`src/rtl/uotg_pkg.sv`:
```
// Purpose: Shared constants and carrier types for the USB OTG status block
// Assumes: APB register access, one 100 MHz clock
// Notes:   Offsets are byte addresses of aligned 32-bit words
package uotg_pkg;

  // Register byte offsets
  localparam logic [7:0] ADDR_PLL    = 8'h00;
  localparam logic [7:0] ADDR_OTGIR  = 8'h04;
  localparam logic [7:0] ADDR_SOF    = 8'h08;
  localparam logic [7:0] ADDR_BDTP   = 8'h0c;
  localparam logic [7:0] ADDR_UNLOCK = 8'h10;

  // Field positions
  localparam int PLL_ODIV_LSB  = 24;
  localparam int PLL_MULT_LSB  = 16;
  localparam int PLL_IDIV_LSB  = 8;
  localparam int BDTP_LSB      = 1;
  localparam int BDT_ADDR_LSB  = 9;
  localparam int FLAG_ID       = 7;
  localparam int FLAG_MS       = 6;
  localparam int FLAG_LINE     = 5;
  localparam int FLAG_ACTIVITY = 4;
  localparam int FLAG_DROP     = 3;
  localparam int FLAG_SES_END  = 2;
  localparam int FLAG_SES_VLD  = 0;

  // Reset values and implemented-bit masks
  localparam logic [7:0]  FLAG_RST  = 8'h00;
  localparam logic [7:0]  FLAG_MASK = 8'hfd;
  localparam logic [7:0]  SOF_RST   = 8'h00;
  localparam logic [6:0]  BDTP_RST  = 7'h00;

  // Unlock keys, values arbitrary
  localparam logic [31:0] UNLOCK_KEY1 = 32'h5a5a0001;
  localparam logic [31:0] UNLOCK_KEY2 = 32'h5a5a0002;

  // Timing
  localparam int CLK_PERIOD_NS = 10;
  localparam int MS_TIME_NS    = 1000000;
  localparam int MS_CYCLES     = MS_TIME_NS / CLK_PERIOD_NS;

  typedef enum logic [1:0] {LK_LOCKED, LK_HALF, LK_OPEN} uotg_lock_t;

  typedef struct packed {
    logic [2:0] out_div;
    logic [2:0] mult;
    logic [2:0] in_div;
  } uotg_pll_cfg_t;

  typedef struct packed {
    logic [4:0] out_div;
    logic [4:0] mult;
    logic [3:0] in_div;
  } uotg_ratio_t;

  typedef struct packed {
    logic       id;
    logic [1:0] line_state;
    logic       sess_end;
    logic       sess_valid;
    logic       vbus_above_end;
    logic       asleep;
  } uotg_line_t;

endpackage

```
`src/rtl/uotg_ms_timer.sv`:
```
// Purpose: Millisecond interval timer, free running or one shot
// Assumes: Restart is a synchronous pulse or level
// Notes:   Expired is a one-cycle pulse from a flip-flop
`timescale 1ns/1ns
module uotg_ms_timer #(
  parameter int unsigned CYCLES = 100000
) (
  // Clock and reset
  input  wire logic core_clk,
  input  wire logic reset,
  // Control
  input  wire logic restart,
  input  wire logic periodic,
  // Result
  output logic      expired
);
  localparam int W = $clog2(CYCLES);

  generate
    if (CYCLES < 2) begin : g_bad_cycles
      $error("uotg_ms_timer needs CYCLES of at least 2");
    end
  endgenerate

  typedef struct packed {
    logic [W-1:0] cnt;
    logic         run;
    logic         expired;
  } uotg_tmr_state_t;

  uotg_tmr_state_t q;
  uotg_tmr_state_t d;

  always_comb begin
    d = q;
    d.expired = 1'b0;
    if (reset || restart) begin
      d.cnt = '0;
      d.run = 1'b1;
    end else if (q.run) begin
      if (q.cnt == W'(CYCLES - 1)) begin
        d.expired = 1'b1;
        d.cnt = '0;
        d.run = periodic;
      end else begin
        d.cnt = q.cnt + W'(1);
      end
    end
  end

  always_ff @(posedge core_clk) begin
    q <= d;
  end

  assign expired = q.expired;
endmodule // uotg_ms_timer

```
`src/rtl/uotg_status_pll.sv`:
```
// Purpose: USB PLL configuration and OTG status registers on APB
// Assumes: USB side inputs are synchronous to core_clk
// Notes:   One APB wait state on every access
//
// The APB slave port and the register offsets are this design's own decisions.
`timescale 1ns/1ns
module uotg_status_pll
  import uotg_pkg::*;
#(
  parameter int unsigned MS_CYCLES_P = MS_CYCLES
) (
  // Clock and reset
  input  wire logic           core_clk,
  input  wire logic           reset,
  // APB slave
  input  wire logic           psel,
  input  wire logic           penable,
  input  wire logic           pwrite,
  input  wire logic [7:0]     paddr,
  input  wire logic [31:0]    pwdata,
  output logic      [31:0]    prdata,
  output logic                pready,
  output logic                pslverr,
  // Configuration bits and USB side inputs
  input  wire uotg_pll_cfg_t  cfg_pll,
  input  wire uotg_line_t     usb_in,
  // Block outputs
  output uotg_pll_cfg_t       pll_cfg,
  output uotg_ratio_t         pll_ratio,
  output logic                pll_unlocked,
  output logic      [7:0]     otg_flags,
  output logic      [7:0]     sof_threshold,
  output logic      [31:0]    bdt_base
);

  // The decoder compares whole byte addresses, so offsets must be
  // distinct aligned words
  generate
    if (MS_CYCLES_P < 2) begin : g_bad_ms
      $error("uotg_status_pll needs MS_CYCLES_P of at least 2");
    end
    if ((ADDR_PLL[1:0] | ADDR_OTGIR[1:0] | ADDR_SOF[1:0] |
         ADDR_BDTP[1:0] | ADDR_UNLOCK[1:0]) != 2'b00) begin : g_bad_align
      $error("uotg_status_pll needs word-aligned register offsets");
    end
    if (ADDR_PLL == ADDR_OTGIR || ADDR_SOF == ADDR_BDTP ||
        ADDR_UNLOCK == ADDR_PLL) begin : g_bad_map
      $error("uotg_status_pll needs distinct register offsets");
    end
    if (FLAG_MASK[1] != 1'b0) begin : g_bad_flags
      $error("uotg_status_pll keeps status bit 1 unimplemented");
    end
  endgenerate

  typedef struct packed {
    uotg_pll_cfg_t pll;
    uotg_lock_t    lock;
    logic          unlocked;
    logic [7:0]    flags;
    logic [7:0]    sof;
    logic [6:0]    bdtp;
    uotg_line_t    prev;
    logic [1:0]    stable_ls;
    uotg_ratio_t   ratio;
    logic [31:0]   base;
    logic [31:0]   rdata;
    logic          ready;
    logic          slverr;
  } uotg_state_t;

  uotg_state_t q;
  uotg_state_t d;

  logic ms_tick;
  logic line_tick;
  logic line_moved;

  // Output divider ratio
  function automatic logic [4:0] odiv_ratio(input logic [2:0] code);
    logic [4:0] r;
    r = 5'h01;
    case (code)
      3'h0: r = 5'h01;
      3'h1: r = 5'h02;
      3'h2: r = 5'h03;
      3'h3: r = 5'h04;
      3'h4: r = 5'h06;
      3'h5: r = 5'h08;
      3'h6: r = 5'h0c;
      3'h7: r = 5'h10;
      default: r = 5'h01;
    endcase
    return r;
  endfunction

  // Multiplier ratio
  function automatic logic [4:0] mult_ratio(input logic [2:0] code);
    logic [4:0] r;
    r = 5'h0f;
    case (code)
      3'h0: r = 5'h0f;
      3'h1: r = 5'h10;
      3'h2: r = 5'h11;
      3'h3: r = 5'h12;
      3'h4: r = 5'h13;
      3'h5: r = 5'h14;
      3'h6: r = 5'h15;
      3'h7: r = 5'h18;
      default: r = 5'h0f;
    endcase
    return r;
  endfunction

  // Input divider ratio; two codes share divide by three
  function automatic logic [3:0] idiv_ratio(input logic [2:0] code);
    logic [3:0] r;
    r = 4'h1;
    case (code)
      3'h0: r = 4'h1;
      3'h1: r = 4'h3;
      3'h2: r = 4'h3;
      3'h3: r = 4'h4;
      3'h4: r = 4'h5;
      3'h5: r = 4'h6;
      3'h6: r = 4'ha;
      3'h7: r = 4'hc;
      default: r = 4'h1;
    endcase
    return r;
  endfunction

  // Edge events of the cable levels; activity only counts asleep
  function automatic logic [7:0] pin_events(input uotg_line_t now,
                                            input uotg_line_t was);
    logic [7:0] e;
    e = 8'h00;
    e[FLAG_ID]       = now.id != was.id;
    e[FLAG_ACTIVITY] = now.asleep &&
                       (now.line_state != was.line_state ||
                        now.id != was.id ||
                        now.vbus_above_end != was.vbus_above_end);
    e[FLAG_DROP]     = was.vbus_above_end && !now.vbus_above_end;
    e[FLAG_SES_END]  = now.sess_end != was.sess_end;
    e[FLAG_SES_VLD]  = now.sess_valid != was.sess_valid;
    return e;
  endfunction

  // Only the three code fields land; the rest of the word is dropped
  function automatic uotg_pll_cfg_t pll_fields(input logic [31:0] w);
    uotg_pll_cfg_t p;
    p.out_div = w[PLL_ODIV_LSB +: 3];
    p.mult    = w[PLL_MULT_LSB +: 3];
    p.in_div  = w[PLL_IDIV_LSB +: 3];
    return p;
  endfunction

  // Key sequence; any stray value on the key register relocks
  function automatic uotg_lock_t next_lock(input uotg_lock_t cur,
                                           input logic [31:0] w);
    uotg_lock_t n;
    n = LK_LOCKED;
    if (w == UNLOCK_KEY1) begin
      n = LK_HALF;
    end else if (w == UNLOCK_KEY2 && cur == LK_HALF) begin
      n = LK_OPEN;
    end
    return n;
  endfunction

  function automatic logic mapped(input logic [7:0] a);
    return (a == ADDR_PLL) || (a == ADDR_OTGIR) || (a == ADDR_SOF) ||
           (a == ADDR_BDTP) || (a == ADDR_UNLOCK);
  endfunction

  // Read mux; every bit not placed here reads zero
  function automatic logic [31:0] read_word(input logic [7:0] a,
                                            input uotg_state_t s);
    logic [31:0] w;
    w = 32'h00000000;
    case (a)
      ADDR_PLL: begin
        w[PLL_ODIV_LSB +: 3] = s.pll.out_div;
        w[PLL_MULT_LSB +: 3] = s.pll.mult;
        w[PLL_IDIV_LSB +: 3] = s.pll.in_div;
      end
      ADDR_OTGIR: begin
        w[7:0] = s.flags & FLAG_MASK;
      end
      ADDR_SOF: begin
        w[7:0] = s.sof;
      end
      ADDR_BDTP: begin
        w[BDTP_LSB +: 7] = s.bdtp;
      end
      ADDR_UNLOCK: begin
        w[0] = (s.lock == LK_OPEN);
      end
      default: begin
        w = 32'h00000000;
      end
    endcase
    return w;
  endfunction

  // Free running millisecond timer
  uotg_ms_timer #(
    .CYCLES (MS_CYCLES_P)
  ) u_ms_timer (
    .core_clk (core_clk),
    .reset    (reset),
    .restart  (1'b0),
    .periodic (1'b1),
    .expired  (ms_tick)
  );

  // Line stability timer restarts on every line state change
  assign line_moved = (usb_in.line_state != q.prev.line_state);

  uotg_ms_timer #(
    .CYCLES (MS_CYCLES_P)
  ) u_line_timer (
    .core_clk (core_clk),
    .reset    (reset),
    .restart  (line_moved),
    .periodic (1'b0),
    .expired  (line_tick)
  );

  always_comb begin
    logic       acc;
    logic       commit;
    logic       wr;
    logic [7:0] set;
    logic [7:0] clr;
    acc    = psel && penable;
    commit = acc && q.ready;
    wr     = commit && pwrite;
    set    = 8'h00;
    clr    = 8'h00;
    d = q;
    if (reset) begin
      d.pll       = cfg_pll;
      d.lock      = LK_LOCKED;
      d.flags     = FLAG_RST;
      d.sof       = SOF_RST;
      d.bdtp      = BDTP_RST;
      d.prev      = usb_in;
      d.stable_ls = usb_in.line_state;
      d.rdata     = 32'h00000000;
      d.ready     = 1'b0;
      d.slverr    = 1'b0;
    end else begin
      // Flag sources
      set          = pin_events(usb_in, q.prev);
      set[FLAG_MS] = ms_tick;
      if (line_tick && !line_moved &&
          usb_in.line_state != q.stable_ls) begin
        set[FLAG_LINE] = 1'b1;
        d.stable_ls    = usb_in.line_state;
      end
      d.prev = usb_in;

      // APB: one wait state, effects land on the sampling edge
      d.ready  = acc && !q.ready;
      d.rdata  = 32'h00000000;
      d.slverr = 1'b0;
      if (acc && !q.ready) begin
        d.slverr = !mapped(paddr);
        if (!pwrite) begin
          d.rdata = read_word(paddr, q);
        end
      end

      if (wr) begin
        case (paddr)
          ADDR_PLL: begin
            // Locked writes are dropped without an error
            if (q.lock == LK_OPEN) begin
              d.pll         = pll_fields(pwdata);
              d.lock        = LK_LOCKED;
            end
          end
          ADDR_OTGIR: begin
            clr = pwdata[7:0] & FLAG_MASK;
          end
          ADDR_SOF: begin
            d.sof = pwdata[7:0];
          end
          ADDR_BDTP: begin
            d.bdtp = pwdata[BDTP_LSB +: 7];
          end
          ADDR_UNLOCK: begin
            d.lock = next_lock(q.lock, pwdata);
          end
          default: begin
            d.lock = q.lock;
          end
        endcase
      end

      // Hardware set beats a same-cycle clear
      d.flags = ((q.flags & ~clr) | set) & FLAG_MASK;
    end

    // Derived outputs
    d.ratio.out_div = odiv_ratio(d.pll.out_div);
    d.ratio.mult    = mult_ratio(d.pll.mult);
    d.ratio.in_div  = idiv_ratio(d.pll.in_div);
    d.unlocked      = (d.lock == LK_OPEN);
    d.base          = 32'h00000000;
    d.base[BDT_ADDR_LSB +: 7] = d.bdtp;
  end

  always_ff @(posedge core_clk) begin
    q <= d;
  end

  assign prdata        = q.rdata;
  assign pready        = q.ready;
  assign pslverr       = q.slverr;
  assign pll_cfg       = q.pll;
  assign pll_ratio     = q.ratio;
  assign pll_unlocked  = q.unlocked;
  assign otg_flags     = q.flags;
  assign sof_threshold = q.sof;
  assign bdt_base      = q.base;

endmodule // uotg_status_pll

```
`config.mk`:
```
export PLATFORM = sky130hd
export DESIGN_NAME = uotg_status_pll
export DESIGN_NICKNAME = d
export VERILOG_FILES = /design/src/rtl/uotg_pkg.sv /design/src/rtl/uotg_ms_timer.sv /design/src/rtl/uotg_status_pll.sv
export SDC_FILE = /design/constraint.sdc
export NUM_CORES = 1
export LEC_CHECK = 0
export BUFFER_PORTS_ARGS = -buffer_cell sky130_fd_sc_hd__buf_2
export CORE_UTILIZATION = 55
export DETAILED_ROUTE_END_ITERATION = 10
export PLACE_DENSITY = 0.86
export SETUP_SLACK_MARGIN = 0.4
export SLEW_MARGIN = 0
export SYNTH_ARGS = -nofsm -noshare
export SYNTH_HDL_FRONTEND = slang
export SYNTH_SLANG_ARGS = --single-unit
```
`constraint.sdc`:
```
create_clock -name core_clk -period 3.3 [get_ports core_clk]
set_input_delay 0.495 -clock core_clk [delete_from_list [all_inputs] [get_ports core_clk]]
set_output_delay 0.495 -clock core_clk [all_outputs]
set_load 0.01 [all_outputs]
```
==> impl_results.md, run 1 <==
* Status: finished, final reports clean
* Vias in the first global route at 3680
* DR vias/cell at 5.065
* Placed cell area at 5482 um^2
* Final period utilization at 69.49%
* Simple-gate portion of the synthesized area at 19.35%
* Register area share after synthesis at 42.00%
* Max-cap violations at 0
* Worst min path class: input pin to flip-flop
* Post-synthesis mux area share at 9.547%
* TritonCTS clock tree: built
* Total gr overflow at 0
* Crit path capture type: flip-flop
* HPWL after detailed placement at 7802 um
* PostCTS Resize Cnt at 0
* Synthesized area at 5386 um^2
* Final antenna-violating net count at 0
* Worst slew pin tran at 0.5520 ns
* Layout Cells excl Fill at 765
* Synth Flop Type: dfxtp_1
* DRC Markers at 0
* Drt pass-1 iters at 4
* GPL Wtd Cong at 0.8738
* Most frequent cells in the layout: buf_2, dfxtp_1, nor2_1, conb_1
* Yosys warnings at 0
* WHS at 0.2339 ns
* Initial core utilization at 57.48%
* Post-synth cell types at 45
* Iteration-0 DRC Markers at 120
* Post-CTS Setup Inserts at 0
* Clock buffer depth at 2
* Fin nets at 701
* Avg Synthesized Cell Area at 9.384 um^2
* XOR/XNOR share of the synthesized area at 5.854%
* Pwr dens at 450.3 nW/um^2
* Share of post-route cells with drive strength above 1 at 27.36%
* Crit path launch type: input pin
* Worst-Skew Late Latency at 0.37 ns
* Htree depth at 3
* I/O Pins at 167
* Async set-reset flop share out of synthesis at 0%
* Die area at 10190 um^2
* Compound-Gate Fraction of Synth Area at 3.856%
* Final TNS setup at 0 ns
* Num CTS Buffers at 9
* Fin worst setup slack at 1.007 ns
* VDD IR-drop max at 0.2137 mV
* FF+latch count, synth at 112
* Number of hold buffers added after CTS at 0
* Post-route cell area at 5694 um^2
* Commonest non-fill, non-tap cell in the layout: buf_2
* Core box area at 9371 um^2
* Cell count after synthesis at 574
* Drt wl/cell at 13.35 um
* Final WL at 10210 um
* Min Tclk post-route at 2.293 ns
* Number of synthesized flops with an enable pin at 2
* Setup CP Type: input pin to flip-flop
* Standard-cell rows at 35
* CP required at 3.56 ns
* Count of input and output buffers at 125
* Initial antenna violation count at 0
* Clock Sinks at 112
* Placed cells at 749
* Global-route wire length before repair at 15850 um
* Area growth from synthesis to layout at 5.714%
* Die X-Extent at 101.0 um
* Arr. time, crit path at 2.55 ns
* Clk slew on worst S/H paths at 0.11 ns
* Worst Skew at 0.01831 ns
* Die Height at 101.0 um
* Max Transition Viols Final at 0
* Largest family of logic cells by synthesized area: simple AND/OR/NAND/NOR gates
* Root buf cell: clkbuf_8
* Post-synthesis adder-cell area fraction at 2.091%
* # setup viols final at 0
* RSZ-0062 raised after global routing: no
* Worst slew margin at 62.86%
* Ant diodes at 0
* DR vias at 3875
* Pin count of the biggest net entering global routing at 40
* Final Hold Viols at 0
* Critical Path Fanout Max at 17
* Pre-CTS setup slack at 0.6150 ns
* Pleak at 2.577 nW
* Overall Global Routing Usage at 19.64%
* FMAX at 436.1 MHz
worst paths after layout:
check / startpoint / endpoint / slack [ns] / cells after the start
max reg2reg: q[114]$_DFF_P_ / pll_ratio[11]$_DFF_P_ / 1.04 / 7
min: usb_in[1] / q[83]$_DFF_P_ / 0.23 / 1
min reg2reg: pll_cfg[2]$_DFF_P_ / prdata[10]$_SDFF_PP0_ / 0.48 / 1
max: paddr[2] / pll_ratio[11]$_DFF_P_ / 1.01 / 8
flip-flops by register name (all words and copies together), names as in the netlist, 7 cells and up:
register        flops
otg_flags           7
pll_cfg             9
u_line_timer.q     18
sof_threshold       8
pll_ratio          14
u_ms_timer.q       17
bdt_base            7
q                  10
prdata             17
critical path, cell delays in order:
cell,delay (ns)
buf_2,0.22
nor4b_4,0.33
nand4_4,0.24
mux2_2,0.34
mux2i_1,0.30
inv_1,0.13
ha_1,0.22
mux2_4,0.26
power by group:
part / internal [mW] / total, mW / switching, mW
sequential: 1.41 / 1.43 / 0.0245
clock: 0.384 / 0.853 / 0.468
combinational: 0.121 / 0.279 / 0.158
total: 1.91 / 2.56 / 0.651
layout make-up:
| cell class | count | area (um^2) |
|---|---|---|
| Tap cell | 129 | 161.4 |
| Inverter | 21 | 78.83 |
| Sequential cell | 112 | 2262 |
| Multi-Input combinational cell | 361 | 2346 |
| Fill cell | 763 | 3677 |
| Clock buffer | 10 | 137.6 |
| Clock inverter | 6 | 75.07 |
| Timing Repair Buffer | 126 | 633.1 |
Yosys cell counts, types with 2 or more instances:
cell,n,area share (%)
dfxtp_1,110,41
buf_4,104,14
nor2_1,76,5.3
inv_1,21,1.5
mux2i_1,21,3.9
xor2_1,20,3.3
mux2_2,19,4.0
nand2_1,18,1.3
nand3_1,17,1.6
nand4_1,17,2.0
xnor2_1,16,2.6
and2_1,15,1.7
clkbuf_1,13,0.91
a21oi_1,11,1.0
ha_1,9,2.1
a22oi_1,8,1.1
o21ai_0,8,0.74
nor4_1,7,0.81
mux2_4,6,1.7
nor3_1,6,0.56
and3_1,5,0.58
and4_1,5,0.81
nor4b_1,4,0.65
nand2b_1,3,0.35
nor3b_1,3,0.42
nor4bb_1,3,0.56
or2_2,3,0.35
or3_1,3,0.35
a31oi_1,2,0.23
edfxtp_1,2,1.1
nand3b_1,2,0.28
nor3_2,2,0.37
o211ai_1,2,0.28
or4_1,2,0.28
layer usage:
layer / up-vias / routed length [um] / GRT usage (%)
li1: 1897 / - / -
met1: 1805 / 4118 / 21.17
met2: 143 / 5204 / 35.99
met3: 30 / 602 / 4.438
met4: 0 / 284 / 9.810
met5: - / 0 / 0
stage by stage:
step	util [%]	power, mW
CTS	60.76	2.574
global route	60.76	2.667
finish	60.76	2.564
floorplan	-	1.717
detailed placement	58.49	1.741
global placement	58.49	1.728
kinds of logic (layout without fill, tap and decap cells):
| kind of cell | Yosys count | count (layout) |
|---|---|---|
| AOI/OAI and AO/OA | 34 | 34 |
| xor gates and xnor gates | 36 | 36 |
| adders and majority gates | 9 | 9 |
| buffers and inverters | 141 | 163 |
| DFF | 112 | 112 |
| muxes | 46 | 46 |
| other | 1 | 41 |
| and+or+nand+nor | 195 | 195 |
No activity file was read; power rests on OpenSTA's default activity.
==> inputs of run 2 (changes only) <==
CORE_UTILIZATION = 46   (was 55)
PLACE_DENSITY = 0.77   (was 0.86)
clock period = 1.98 ns   (was 3.3 ns; I/O delays follow)
==> run 2 against run 1 <==
- the run now ends with setup timing left
- largest cell class unchanged
- utilization down 4.1 points
- design area increased by 14%
- critical path depth down 1
==> impl_results.md, run 2 (same netlist as run 1, synthesis figures left out) <==
* Count of input and output buffers at 125 (unchanged)
* Footprint of the multi-input gates at 2659 um^2 (+13%)
* Commonest non-fill, non-tap cell in the layout: buf_2
* Failing checks: setup timing
* Final antenna-violating net count at 0 (unchanged)
* Worst min path class: input pin to flip-flop
* Area growth from synthesis to layout at 20.21%
* Largest register FFs at 18 (unchanged)
* Critical R2R Capture: pll_ratio[6]$_DFF_P_
* Sequential Area at 2288 um^2 (+1.2%)
* Initial core utilization at 47.17% (-10 points)
* Sequential power share at 49.2% (-6.7 points)
* I/O Pins at 167 (unchanged)
* Vias in the first global route at 3824 (+3.9%)
* Layout fillers at 949 (+24%)
* Standard-cell rows at 39 (+11%)
* Drt pass-1 iters at 4 (unchanged)
* Combinational share of power at 11.8% (+0.9 points)
* Sw power at 1.129 mW (+73%)
* Root buf cell: clkbuf_16
* RSZ-0062 raised after global routing: yes
* Htree depth at 3 (unchanged)
* Hold EP: q[84]$_DFF_P_
* Clock Sinks at 112 (unchanged)
* Core box area at 11420 um^2 (+22%)
* Status: complete, but fails checks
* Worst Skew at 0.004749 ns (-0.01357 ns)
* Setup CP Type: flip-flop to flip-flop
* Overall Global Routing Usage at 18.87% (-0.77 points)
* Share of post-route cells with drive strength above 1 at 39.05% (+12 points)
* Crit path capture type: flip-flop
* Placed cells at 791 (+5.6%)
* Final TNS setup at -0.09440 ns (-0.09440 ns)
* Most frequent cells in the layout: buf_2, dfxtp_1, nor2_1, conb_1, buf_4
* Pint at 3.739 mW (+95%)
* # setup viols final at 4 (+4)
* Pwr Total at 4.868 mW (+90%)
* Clk slew on worst S/H paths at 0.07 ns (-0.04 ns)
* Die Height at 110.2 um (+9.2%)
* Placed cell area at 5784 um^2 (+5.5%)
* Worst-Skew Late Latency at 0.34 ns (-0.03 ns)
* HP Start: usb_in[2]
* FMAX at 491.7 MHz
* TritonCTS clock tree: built
* Pleak at 2.926 nW (+14%)
* GPL Wtd Cong at 0.8518 (-2.5%)
* Global-route wire length before repair at 17860 um (+13%)
* Arr. time, crit path at 2.27 ns (-0.28 ns)
* DR vias/cell at 5.053 (-0.25%)
* Pwr dens at 751.8 nW/um^2 (+67%)
* VDD IR-drop max at 0.7009 mV (+230%)
* Sw Ratio at 23.19% (-2.2 points)
* Final core occ at 56.71% (-4.1 points)
* DR vias at 4113 (+6.1%)
* Ant diodes at 0 (unchanged)
* Post-route cell area at 6475 um^2 (+14%)
* Clock power share at 39.0% (+5.7 points)
* Num CTS Buffers at 9 (unchanged)
* Pre-CTS setup slack at -0.2842 ns (-0.8992 ns)
* Critical R2R Launch: q[113]$_DFF_P_
* DRC Markers at 0 (unchanged)
* Max-cap violations at 0 (unchanged)
* R2R cell count at 7 (unchanged)
* Final period utilization at 102.7%
* Fin worst setup slack at -0.05369 ns (-1.060 ns)
* Crit path launch type: flip-flop
* Initial antenna violation count at 0 (unchanged)
* Final Hold Viols at 0 (unchanged)
* Die area at 12150 um^2 (+19%)
* Reg2reg setup slack at -0.05 ns (-1.09 ns)
* Fin nets at 736 (+5.0%)
* Min Tclk post-route at 2.034 ns
* Die X-Extent at 110.2 um (+9.2%)
* Drt wl/cell at 14.76 um (+11%)
* Max Transition Viols Final at 0 (unchanged)
* Total gr overflow at 0 (unchanged)
* Critical Path Fanout Max at 5 (-12)
* Number of hold buffers added after CTS at 0 (unchanged)
* Final WL at 12010 um (+18%)
* WHS at 0.07946 ns (-0.1545 ns)
* Layout Cells excl Fill at 814 (+6.4%)
* Clock buffer depth at 2 (unchanged)
* Iteration-0 DRC Markers at 194 (+62%)
* Pin count of the biggest net entering global routing at 21 (-48%)
* Hold Path Depth at 1 (unchanged)
* HPWL after detailed placement at 8713 um (+12%)
* CP required at 2.21 ns (-1.35 ns)
* Largest register by flop count: u_line_timer.q
## run 2: metal layers
metal  track usage (%)  share of wire [%]  wire [um]
met5                 0                  0          0
met4             8.459                3.0        364
met3             3.527                6.1        727
met2             33.93                 51       6132
met1             21.66                 40       4788
## run 2: what timing repair did
action,4_1_cts,5_1_grt
gates cloned,1,1
gates resized for setup,38,46
setup endpoints to repair,83,85
buffers inserted,3,2
pin swaps,7,11
endpoints found under the hold margin,0,0
## run 2: worst max-delay path, stage by stage (launching register included)
cell,delay [ns]
dfxtp_2,0.34
nor4b_4,0.26
nand4_4,0.18
mux2_4,0.33
mux2_4,0.30
inv_2,0.07
ha_4,0.19
mux2_4,0.25
## run 2: worst max path at each step
stage	to	startpoint	depth (start not counted)	slack [ns]
4_1_cts	pll_ratio[6]$_DFF_P_	q[113]$_DFF_P_	7	-0.08
5_1_grt	pll_ratio[0]$_DFF_P_	q[113]$_DFF_P_	9	-0.15
2_1_floorplan	pll_ratio[6]$_DFF_P_	paddr[2]	8	-0.15
3_5_place_dp	pll_ratio[0]$_DFF_P_	paddr[2]	10	-0.28
6_report	pll_ratio[6]$_DFF_P_	q[113]$_DFF_P_	7	-0.05
3_3_place_gp	pll_ratio[6]$_DFF_P_	paddr[2]	8	-0.20
## run 2: final cells by class
type                    count  share of cell area [%]
multi-input cells         362                   41.06
well taps                 143                   2.763
flip-flops and latches    112                   35.34
clock inverters             3                  0.7343
repair buffers            160                   14.55
inverters                  21                   1.217
clock buffers              13                   4.329
## run 2: power groups by stage
stage / clock (mW) / sequential [mW] / combinational, mW
after floorplan: 0 / 2.43 / 0.454
after global placement: 0 / 2.44 / 0.498
after detailed placement: 0 / 2.44 / 0.517
after CTS: 1.94 / 2.39 / 0.551
after global routing: 2.04 / 2.40 / 0.629
final: 1.90 / 2.39 / 0.575
